**src/eip_pkg.sv**
```systemverilog
// constants, field positions and carrier types of the external edge interrupt pin unit
// assumes a byte-wide register port with 16-bit addresses on the processor side
package eip_pkg;

   // ************************************************************
   // register addresses
   // ************************************************************
   localparam logic [15:0] ADDR_PIN_FUNC_SEL = 16'hffc9;
   localparam logic [15:0] ADDR_EDGE_POL_CTL = 16'hfff2;
   localparam logic [15:0] ADDR_IRQ_EN_CTL = 16'hfff3;
   localparam logic [15:0] ADDR_IRQ_PEND_STS = 16'hfff6;
   localparam logic [15:0] ADDR_EVT_STATUS = 16'hfff8;
   localparam logic [15:0] ADDR_EVT_MASK = 16'hfff9;
   localparam logic [15:0] ADDR_PORT_LEVEL = 16'hfffa;

   // ************************************************************
   // field positions
   // ************************************************************
   localparam int PIN_FUNC_SEL_BIT = 0;
   localparam int EDGE_POL_SEL_BIT = 0;
   localparam int IRQ_PIN_EN_BIT = 0;
   localparam int IRQ_PEND_FLAG_BIT = 0;
   localparam int PORT_LEVEL_BIT = 0;
   localparam int EVT_EDGE_BIT = 0;
   localparam int EVT_OVERRUN_BIT = 1;
   localparam int EVT_W = 2;

   // ************************************************************
   // values after reset
   // ************************************************************
   localparam logic RST_PIN_FUNC_SEL = 1'h0;
   localparam logic RST_EDGE_POL_SEL = 1'h0;
   localparam logic RST_IRQ_PIN_EN = 1'h0;
   localparam logic RST_IRQ_PEND_FLAG = 1'h0;
   localparam logic [EVT_W-1:0] RST_EVT = 2'h0;
   localparam logic [7:0] RST_RDATA = 8'h00;

   // ************************************************************
   // carrier types
   // ************************************************************
   typedef struct packed {
      logic [15:0] addr;
      logic [7:0] wdata;
      logic wr;
      logic rd;
   } eip_bus_req_s;

endpackage : eip_pkg

```
**src/eip_edge_det.sv**
```systemverilog
// edge detector of selectable polarity for the external interrupt pin
// assumes the pin is synchronous to clk_sys_i
`timescale 1ns/10ps
module eip_edge_det (
   input wire logic clk_sys_i,
   input wire logic rst_b_i,
   input wire logic ce_i,
   input wire logic en_i,
   input wire logic pol_i,
   input wire logic pin_i,
   output logic edge_o
);

   // ************************************************************
   // edge detection
   // ************************************************************
   logic prev_r;
   logic edge_r;
   wire logic fall_w = prev_r & ~pin_i;
   wire logic rise_w = ~prev_r & pin_i;
   wire logic hit_w = en_i & (pol_i ? rise_w : fall_w);

   always_ff @(posedge clk_sys_i or negedge rst_b_i) begin
      if (!rst_b_i) begin
         prev_r <= 1'h0;
         edge_r <= 1'h0;
      end else if (ce_i) begin
         prev_r <= pin_i;
         edge_r <= hit_w;
      end
   end

   assign edge_o = edge_r;
endmodule : eip_edge_det

```
**src/eip_edge_irq_pin_unit.sv**
```systemverilog
// top of the external edge interrupt pin unit: registers, pending flag, interrupt outputs
// assumes a single clock, pin level synchronous to it, and a master that never waits
`timescale 1ns/10ps

// Behaviour
// - function bit 1 selects interrupt input
// - polarity 0 detects falling edges
// - polarity 1 detects rising edges
// - enable bit gates request to processor
// - selected edge in interrupt mode sets pending
// - writing 0 clears a set pending flag; the code keeps it set if a selected edge arrives in the same cycle
// - writing 1 to pending has no effect
module eip_edge_irq_pin_unit (
   input wire logic clk_sys_i,
   input wire logic rst_b_i,
   input wire logic ce_i,
   input wire eip_pkg::eip_bus_req_s bus_req_i,
   output logic [7:0] rdata_o,
   input wire logic shared_port_pin_i,
   output logic pin_is_irq_o,
   output logic irq_req_o,
   output logic evt_irq_o
);

   // ************************************************************
   // register state
   // ************************************************************
   logic pin_function_sel_r;
   logic edge_polarity_sel_r;
   logic irq_pin_enable_r;
   logic irq_pending_flag_r;
   logic [eip_pkg::EVT_W-1:0] evt_status_r;
   logic [eip_pkg::EVT_W-1:0] evt_mask_r;
   logic [7:0] rdata_r;
   logic irq_req_r;
   logic evt_irq_r;
   logic edge_w;

   // ************************************************************
   // address decode
   // ************************************************************
   wire logic wr_w = ce_i & bus_req_i.wr;
   wire logic rd_w = ce_i & bus_req_i.rd;
   wire logic hit_func_w = bus_req_i.addr == eip_pkg::ADDR_PIN_FUNC_SEL;
   wire logic hit_pol_w = bus_req_i.addr == eip_pkg::ADDR_EDGE_POL_CTL;
   wire logic hit_en_w = bus_req_i.addr == eip_pkg::ADDR_IRQ_EN_CTL;
   wire logic hit_pend_w = bus_req_i.addr == eip_pkg::ADDR_IRQ_PEND_STS;
   wire logic hit_stat_w = bus_req_i.addr == eip_pkg::ADDR_EVT_STATUS;
   wire logic hit_mask_w = bus_req_i.addr == eip_pkg::ADDR_EVT_MASK;
   wire logic hit_port_w = bus_req_i.addr == eip_pkg::ADDR_PORT_LEVEL;
   wire logic wr_func_w = wr_w & hit_func_w;
   wire logic wr_pol_w = wr_w & hit_pol_w;
   wire logic wr_en_w = wr_w & hit_en_w;
   wire logic wr_pend_w = wr_w & hit_pend_w;
   wire logic wr_mask_w = wr_w & hit_mask_w;
   wire logic rd_stat_w = rd_w & hit_stat_w;
   wire logic wbit_w = bus_req_i.wdata[0];

   // ************************************************************
   // edge detector
   // ************************************************************
   eip_edge_det u_edge_det (
      .clk_sys_i (clk_sys_i),
      .rst_b_i (rst_b_i),
      .ce_i (ce_i),
      .en_i (pin_function_sel_r),
      .pol_i (edge_polarity_sel_r),
      .pin_i (shared_port_pin_i),
      .edge_o (edge_w)
   );

   // ************************************************************
   // next values
   // ************************************************************
   wire logic pend_clr_w = wr_pend_w & ~wbit_w & irq_pending_flag_r;
   wire logic pend_set_w = ce_i & edge_w;
   wire logic func_nxt = wr_func_w ? wbit_w : pin_function_sel_r;
   wire logic pol_nxt = wr_pol_w ? wbit_w : edge_polarity_sel_r;
   wire logic en_nxt = wr_en_w ? wbit_w : irq_pin_enable_r;
   wire logic pend_nxt = pend_set_w | (irq_pending_flag_r & ~pend_clr_w);
   wire logic [eip_pkg::EVT_W-1:0] evt_set_w = {pend_set_w & irq_pending_flag_r, pend_set_w};
   wire logic [eip_pkg::EVT_W-1:0] evt_status_nxt =
      evt_set_w | (rd_stat_w ? {eip_pkg::EVT_W{1'h0}} : evt_status_r);
   wire logic [eip_pkg::EVT_W-1:0] evt_mask_nxt =
      wr_mask_w ? bus_req_i.wdata[eip_pkg::EVT_W-1:0] : evt_mask_r;
   wire logic irq_req_nxt = pend_nxt & en_nxt;
   wire logic evt_irq_nxt = |(evt_status_nxt & evt_mask_nxt);

   // ************************************************************
   // read data select
   // ************************************************************
   wire logic [7:0] rd_sel_w =
      hit_func_w ? {7'h00, pin_function_sel_r} :
      hit_pol_w ? {7'h00, edge_polarity_sel_r} :
      hit_en_w ? {7'h00, irq_pin_enable_r} :
      hit_pend_w ? {7'h00, irq_pending_flag_r} :
      hit_stat_w ? {6'h00, evt_status_r} :
      hit_mask_w ? {6'h00, evt_mask_r} :
      hit_port_w ? {7'h00, shared_port_pin_i} :
      8'h00;
   wire logic [7:0] rdata_nxt = rd_w ? rd_sel_w : eip_pkg::RST_RDATA;

   // ************************************************************
   // control registers
   // ************************************************************
   always_ff @(posedge clk_sys_i or negedge rst_b_i) begin
      if (!rst_b_i) begin
         pin_function_sel_r <= eip_pkg::RST_PIN_FUNC_SEL;
         edge_polarity_sel_r <= eip_pkg::RST_EDGE_POL_SEL;
         irq_pin_enable_r <= eip_pkg::RST_IRQ_PIN_EN;
         evt_mask_r <= eip_pkg::RST_EVT;
      end else if (ce_i) begin
         pin_function_sel_r <= func_nxt;
         edge_polarity_sel_r <= pol_nxt;
         irq_pin_enable_r <= en_nxt;
         evt_mask_r <= evt_mask_nxt;
      end
   end

   // ************************************************************
   // flags and outputs
   // ************************************************************
   always_ff @(posedge clk_sys_i or negedge rst_b_i) begin
      if (!rst_b_i) begin
         irq_pending_flag_r <= eip_pkg::RST_IRQ_PEND_FLAG;
         evt_status_r <= eip_pkg::RST_EVT;
         rdata_r <= eip_pkg::RST_RDATA;
         irq_req_r <= 1'h0;
         evt_irq_r <= 1'h0;
      end else if (ce_i) begin
         irq_pending_flag_r <= pend_nxt;
         evt_status_r <= evt_status_nxt;
         rdata_r <= rdata_nxt;
         irq_req_r <= irq_req_nxt;
         evt_irq_r <= evt_irq_nxt;
      end
   end

   assign rdata_o = rdata_r;
   assign pin_is_irq_o = pin_function_sel_r;
   assign irq_req_o = irq_req_r;
   assign evt_irq_o = evt_irq_r;
endmodule : eip_edge_irq_pin_unit

```
**config.mk**
```make
export PLATFORM = sky130hd
export DESIGN_NAME = eip_edge_irq_pin_unit
export DESIGN_NICKNAME = d
export VERILOG_FILES = /design/src/eip_pkg.sv /design/src/eip_edge_det.sv /design/src/eip_edge_irq_pin_unit.sv
export SDC_FILE = /design/constraint.sdc
export NUM_CORES = 1
export LEC_CHECK = 0
export BUFFER_PORTS_ARGS = -buffer_cell sky130_fd_sc_hd__buf_2
export CORE_MARGIN = 4
export CORE_UTILIZATION = 31
export CTS_CLUSTER_SIZE = 28
export DETAILED_ROUTE_END_ITERATION = 6
export HOLD_SLACK_MARGIN = 0.06
export SLEW_MARGIN = 20
export SYNTH_ARGS = -nofsm -noshare
export SYNTH_HDL_FRONTEND = slang
export SYNTH_SLANG_ARGS = --single-unit
```
**constraint.sdc**
```tcl
create_clock -name clk_sys_i -period 1.8 [get_ports clk_sys_i]
set_clock_uncertainty 0.2 [all_clocks]
set_input_delay 0.09 -clock clk_sys_i [delete_from_list [all_inputs] [get_ports clk_sys_i]]
set_output_delay 0.09 -clock clk_sys_i [all_outputs]
set_load 0.01 [all_outputs]
```
* After elaboration in Yosys (flattened, before gate mapping)
Index checks and enable logic that the tools add are counted.
** Operators by class
- Equality and inequality tests :: 7
- Muxes and demuxes :: 12
- Bitwise operators :: 24
- Reductions and logical operators :: 3
** Operators by type and width (number)
- 16-bit equality test, second input constant :: 7
- 2-bit 2-to-1 mux :: 9
- 1-bit AND :: 17
- 1-bit NOT :: 4
- 2-bit AND reduction :: 2
- 1-bit 2-to-1 mux :: 3
- 2-bit AND :: 1
- 2-bit bitwise OR :: 1
- 2-bit OR reduction :: 1
- 1-bit bitwise OR :: 1
** Word-level totals
- Register bits after elaboration :: 20
- Input bits :: 30
- Logic and storage cells :: 57

* Logic depth before layout (Yosys ltp)
- Depth in word-level cells :: 9
- Mapped depth :: 6
- Mapped depth without buffers :: 5

* Modules after synthesis
Synthesis repeated with hierarchy kept, for this count alone.
** Unflattened totals
- Cells, all modules :: 94
- Area total of the unflattened synthesis :: 904.6 sq um
** Modules (own cells, without submodules)
- eip_edge_irq_pin_unit :: instances 1, cells each 85, area an instance 805.8 sq um, sequential area each 300.3 sq um
- eip_edge_det :: instances 1, cells each 9, area an instance 98.8 sq um, sequential area each 50.0 sq um

* Worst setup path before layout
OpenSTA, ideal clock, no wires.
- Path kind :: input-to-reg
- Start point :: in bus_req_i[19] (netlist name)
- End point :: reg rdata_r[0], in the netlist rdata_o[0]
- Library setup time :: 0.121 ns
- Data arrival time :: 1.291 ns
- Required time :: 1.479 ns
- Slack :: 0.188 ns
- Stages :: 6
- Path buffers :: 1
- Cell sequence :: nand4_1 -> or4_1 -> buf_2 -> nor4_2 -> nor2_1 -> a22o_1
** On the way
- Cells in the longest elaborated chain, start to end :: 9
** RTL lines
- start: declaration :: RTL line eip_edge_irq_pin_unit.sv:17 : input wire eip_pkg::eip_bus_req_s bus_req_i,
- 16-bit equality test :: RTL line eip_edge_irq_pin_unit.sv:50 : wire logic hit_port_w = bus_req_i.addr == eip_pkg::ADDR_PORT_LEVEL;
- 1-bit 2-to-1 mux :: RTL line eip_edge_irq_pin_unit.sv:99 : hit_port_w ? {7'h00, shared_port_pin_i} :
- 2-bit 2-to-1 mux :: RTL line eip_edge_irq_pin_unit.sv:98 : hit_mask_w ? {6'h00, evt_mask_r} :
- 2-bit 2-to-1 mux :: RTL line eip_edge_irq_pin_unit.sv:97 : hit_stat_w ? {6'h00, evt_status_r} :
- 2-bit 2-to-1 mux :: RTL line eip_edge_irq_pin_unit.sv:96 : hit_pend_w ? {7'h00, irq_pending_flag_r} :
- 2-bit 2-to-1 mux :: RTL line eip_edge_irq_pin_unit.sv:95 : hit_en_w ? {7'h00, irq_pin_enable_r} :
- 2-bit 2-to-1 mux :: RTL line eip_edge_irq_pin_unit.sv:94 : hit_pol_w ? {7'h00, edge_polarity_sel_r} :
- 2-bit 2-to-1 mux (*) :: RTL line eip_edge_irq_pin_unit.sv:93 : hit_func_w ? {7'h00, pin_function_sel_r} :
- 2-bit 2-to-1 mux (*) :: RTL line eip_edge_irq_pin_unit.sv:101 : wire logic [7:0] rdata_nxt = rd_w ? rd_sel_w : eip_pkg::RST_RDATA;
- end signal: assignment :: RTL line eip_edge_irq_pin_unit.sv:127 : rdata_r <= eip_pkg::RST_RDATA;
- end signal: assignment :: RTL line eip_edge_irq_pin_unit.sv:133 : rdata_r <= rdata_nxt;
- end: declaration :: RTL line eip_edge_irq_pin_unit.sv:34 : logic [7:0] rdata_r;
Mark *: on every way between the ends. The rest lies on a longest branch, timed or not.
A chain may end at the register's enable or synchronous reset.

* Final worst setup path
- Start point :: in ce_i
- End point :: reg rdata_r[1], in the netlist rdata_o[1]
** On the way
- Cells in the longest elaborated chain, start to end :: 2
** RTL lines
- start: declaration :: RTL line eip_edge_irq_pin_unit.sv:16 : input wire logic ce_i,
- 1-bit AND :: RTL line eip_edge_irq_pin_unit.sv:43 : wire logic rd_w = ce_i & bus_req_i.rd;
- 2-bit 2-to-1 mux :: RTL line eip_edge_irq_pin_unit.sv:101
Several ways; a longest one is shown, not always the timed one.

==> run metrics <==
Worst path slowest cell=dlygate4sd3_1; CTS Buf Count=3; deepest level of the CTS H-tree=1; average cell area after synthesis=approximately 9 um^2; synth warn=0; wire length of the first global-routing pass=between 3000 and 4000 um; # nets final=~180; Fillers=between 200 and 300; CTS sink count=14; PwrDens=527 mW/mm^2; Lkg Pwr=about 0.00063 uW; Fmax achieved=between 500 and 600 MHz; WHS=approximately 110 ps; CP Class=primary input to flop; Post-synth EDFFs=0; Final Util=0.468; Max IR drop VDD=0.000671 V; Slew headroom=0.573; Buffers on Ports=28; post-synthesis cell type count=35; Worst Path Required=~1800 ps; pin count of the biggest net entering global routing=15; Initial DRC Count=58; fin. max-slew vios=0; HPWL Detailed=1780 um; Final Hold Fails=0; area grow syn2layout=42.6%; register area share after synthesis=0.384; number of global-route vias before repair=891; Post-Syn Area=roughly 910 um^2; Hold Path Class=primary input to flop; Die X=roughly 62 um; cell chain of the critical path=dlygate4sd3_1, buf_2, nand2_1, dlygate4sd3_1, o41ai_2; GRT Residual Overflow=0; flops & latches, synth=14; remaining antenna violation count after routing=0; Root Buffer=clkbuf_4; Storage cell area=approximately 350 um^2; crit path DAT=roughly 1700 ps; fin crit period=1730 ps; DRT Pass-1 Iters=4; GR Util All Layers=0.121; Power Total=approximately 690 uW; status=finished clean; clock transition at the registers of the reported paths=80 ps; type of destination of the critical path=flop; final WL=approximately 2500 um; n_diodes=0; max incr delay on CP=approximately 570 ps; Ports=41; core area=around 0.0028 mm^2; Main synth FF type=dfrtp_1; Die ar.=roughly 0.0039 mm^2; CTS tree=yes; DRC=0; Setup crit start kind=primary input; cells after synthesis=100; GP Congestion=roughly 0.87; WL/cell=around 14 um; Clk Latency, worst-skew pair=between 200 and 300 ps; fin crit share=0.962; area of the multi-input gates=524 um^2; Final Setup Violations=0; initial antenna violation count=0; CTS Buffer Depth=2; Initial Util=0.328; worst-path maximum fanout=3; Slew @ Worst Pin=around 640 ps; row count=19; DR vias/cell=5.17; Async SR Flop Fraction=1.00; layout cells sized above 1=0.387; Die Ht=between 60 and 70 um; Most Frequent Cell on Critical Path=dlygate4sd3_1; max-cap viol count=0; vias=~940
==> metal layers <==
metal | global-route usage | share of wire | wire (um) | vias to the layer above
li1 | - | - | - | 454
met1 | 0.149 | 0.43 | 1050 | 457
met4 | 0.0345 | 0 | 0 | 0
met5 | 0 | 0 | 0 | -
met2 | 0.205 | 0.53 | 1310 | 25
met3 | 0.0342 | 0.043 | 107 | 0
==> synth_stat cells, drive strengths merged, types with 2 or more instances <==
cell type | count | area share
dfrtp | 14 | 0.38
nand2 | 12 | 0.049
buf | 7 | 0.055
mux2 | 7 | 0.086
nand3 | 7 | 0.038
o21ai | 6 | 0.033
nor2 | 5 | 0.023
inv | 4 | 0.016
nand4 | 4 | 0.027
a21oi | 3 | 0.016
nor3 | 3 | 0.022
a211oi | 2 | 0.016
a22o | 2 | 0.019
and2 | 2 | 0.014
and3 | 2 | 0.014
clkbuf | 2 | 0.0082
mux2i | 2 | 0.022
nor4 | 2 | 0.027
==> worst max-delay path: cells and delay by family <==
kind	cells	cell delay [ps]
AO/OA/AOI/OAI	1	320
AND/OR/NAND/NOR	1	90
buffers and inverters	3	1210
==> flip-flops by register name, summed over array words and instances (netlist names) <==
register             flops
edge_polarity_sel_r      1
evt_irq_o                1
evt_mask_r               2
evt_status_r             2
irq_pending_flag_r       1
irq_pin_enable_r         1
irq_req_o                1
pin_is_irq_o             1
rdata_o                  2
u_edge_det.edge_o        1
u_edge_det.prev_r        1
==> logic make-up (layout without fill, tap and decap cells) <==
family | count (synthesis) | count (layout) | share of synthesized area
multiplexers | 9 | 9 | 0.108
other | 1 | 6 | 0.00411
flip-flops | 14 | 14 | 0.384
AO/OA/AOI/OAI | 20 | 20 | 0.151
buffers and inverters | 13 | 58 | 0.0794
AND/OR/NAND/NOR | 43 | 43 | 0.274
==> what timing repair did <==
| item | CTS | global route |
|---|---|---|
| hold buffers | 12 | 0 |
| endpoints found under the hold margin | 26 | 0 |
| resized for setup | 0 | 4 |
| setup buffers | 0 | 2 |
| endpoints found under the setup margin | 0 | 4 |
==> power breakdown <==
part	internal, uW	switching, uW
logic	63.5	65.3
clock network	123	103
registers	324	7.71
total	510	176
==> layout by cell type, fill, tap and decap left out <==
cell type,Yosys,routed
buf_2,1,27
dfrtp_1,14,14
nand2_1,12,12
dlygate4sd3_1,0,12
buf_4,6,10
nand3_1,7,7
mux2_2,7,7
o21ai_0,6,6
conb_1,1,6
nand4_1,4,4
inv_1,4,4
nor2_1,4,4
clkbuf_4,0,4
a21oi_1,3,3
nor4_2,2,2
mux2i_1,2,2
nor3_1,2,2
a211oi_1,2,2
and3_1,2,2
a22o_1,2,2
or3b_4,1,1
or3_4,1,1
or4_1,1,1
and2b_1,1,1
and2_1,2,1
o31ai_1,1,1
nor3_2,1,1
nor2_4,0,1
a21boi_0,1,1
o211ai_2,1,1
and4b_1,1,1
a31o_1,1,1
o41ai_2,0,1
o22ai_1,1,1
nand2b_1,1,1
a32oi_1,1,1
and2_4,0,1
clkbuf_8,0,1
==> worst paths after layout <==
kind	from	endpoint	slack (ps)	cells after the start
worst min-delay path	bus_req_i[13]	irq_pending_flag_r	110	6
max in group asynchronous	rst_b_i	edge_polarity_sel_r	300	3
worst min register to register	irq_req_o	irq_req_o	300	2
worst max-delay path	ce_i	rdata_o[1]	70	5
worst max register to register	irq_pin_enable_r	rdata_o[0]	260	5
min in group asynchronous	rst_b_i	evt_irq_o	690	3
==> area by class of cell <==
class / count / share of cell area
Sequential cell: 14 / 0.269
Timing Repair Buffer: 50 / 0.259
Inverter: 4 / 0.0115
Multi-Input combinational cell: 78 / 0.402
Clock buffer: 4 / 0.0279
Tap cell: 31 / 0.0298
==> stage by stage <==
step / instances / worst slack, ps / instance area, um^2 / setup TNS [ps]
4_1_cts: 179 / 54.1 / 1270 / 0
2_1_floorplan: 105 / 188 / 932 / 0
5_1_grt: 181 / -11.9 / 1300 / -11.9
6_report: 181 / 67.8 / 1300 / 0
3_3_place_gp: 163 / 30.2 / 1110 / 0
3_5_place_dp: 163 / 11.5 / 1110 / 0
(Power assumes the default switching activity.)
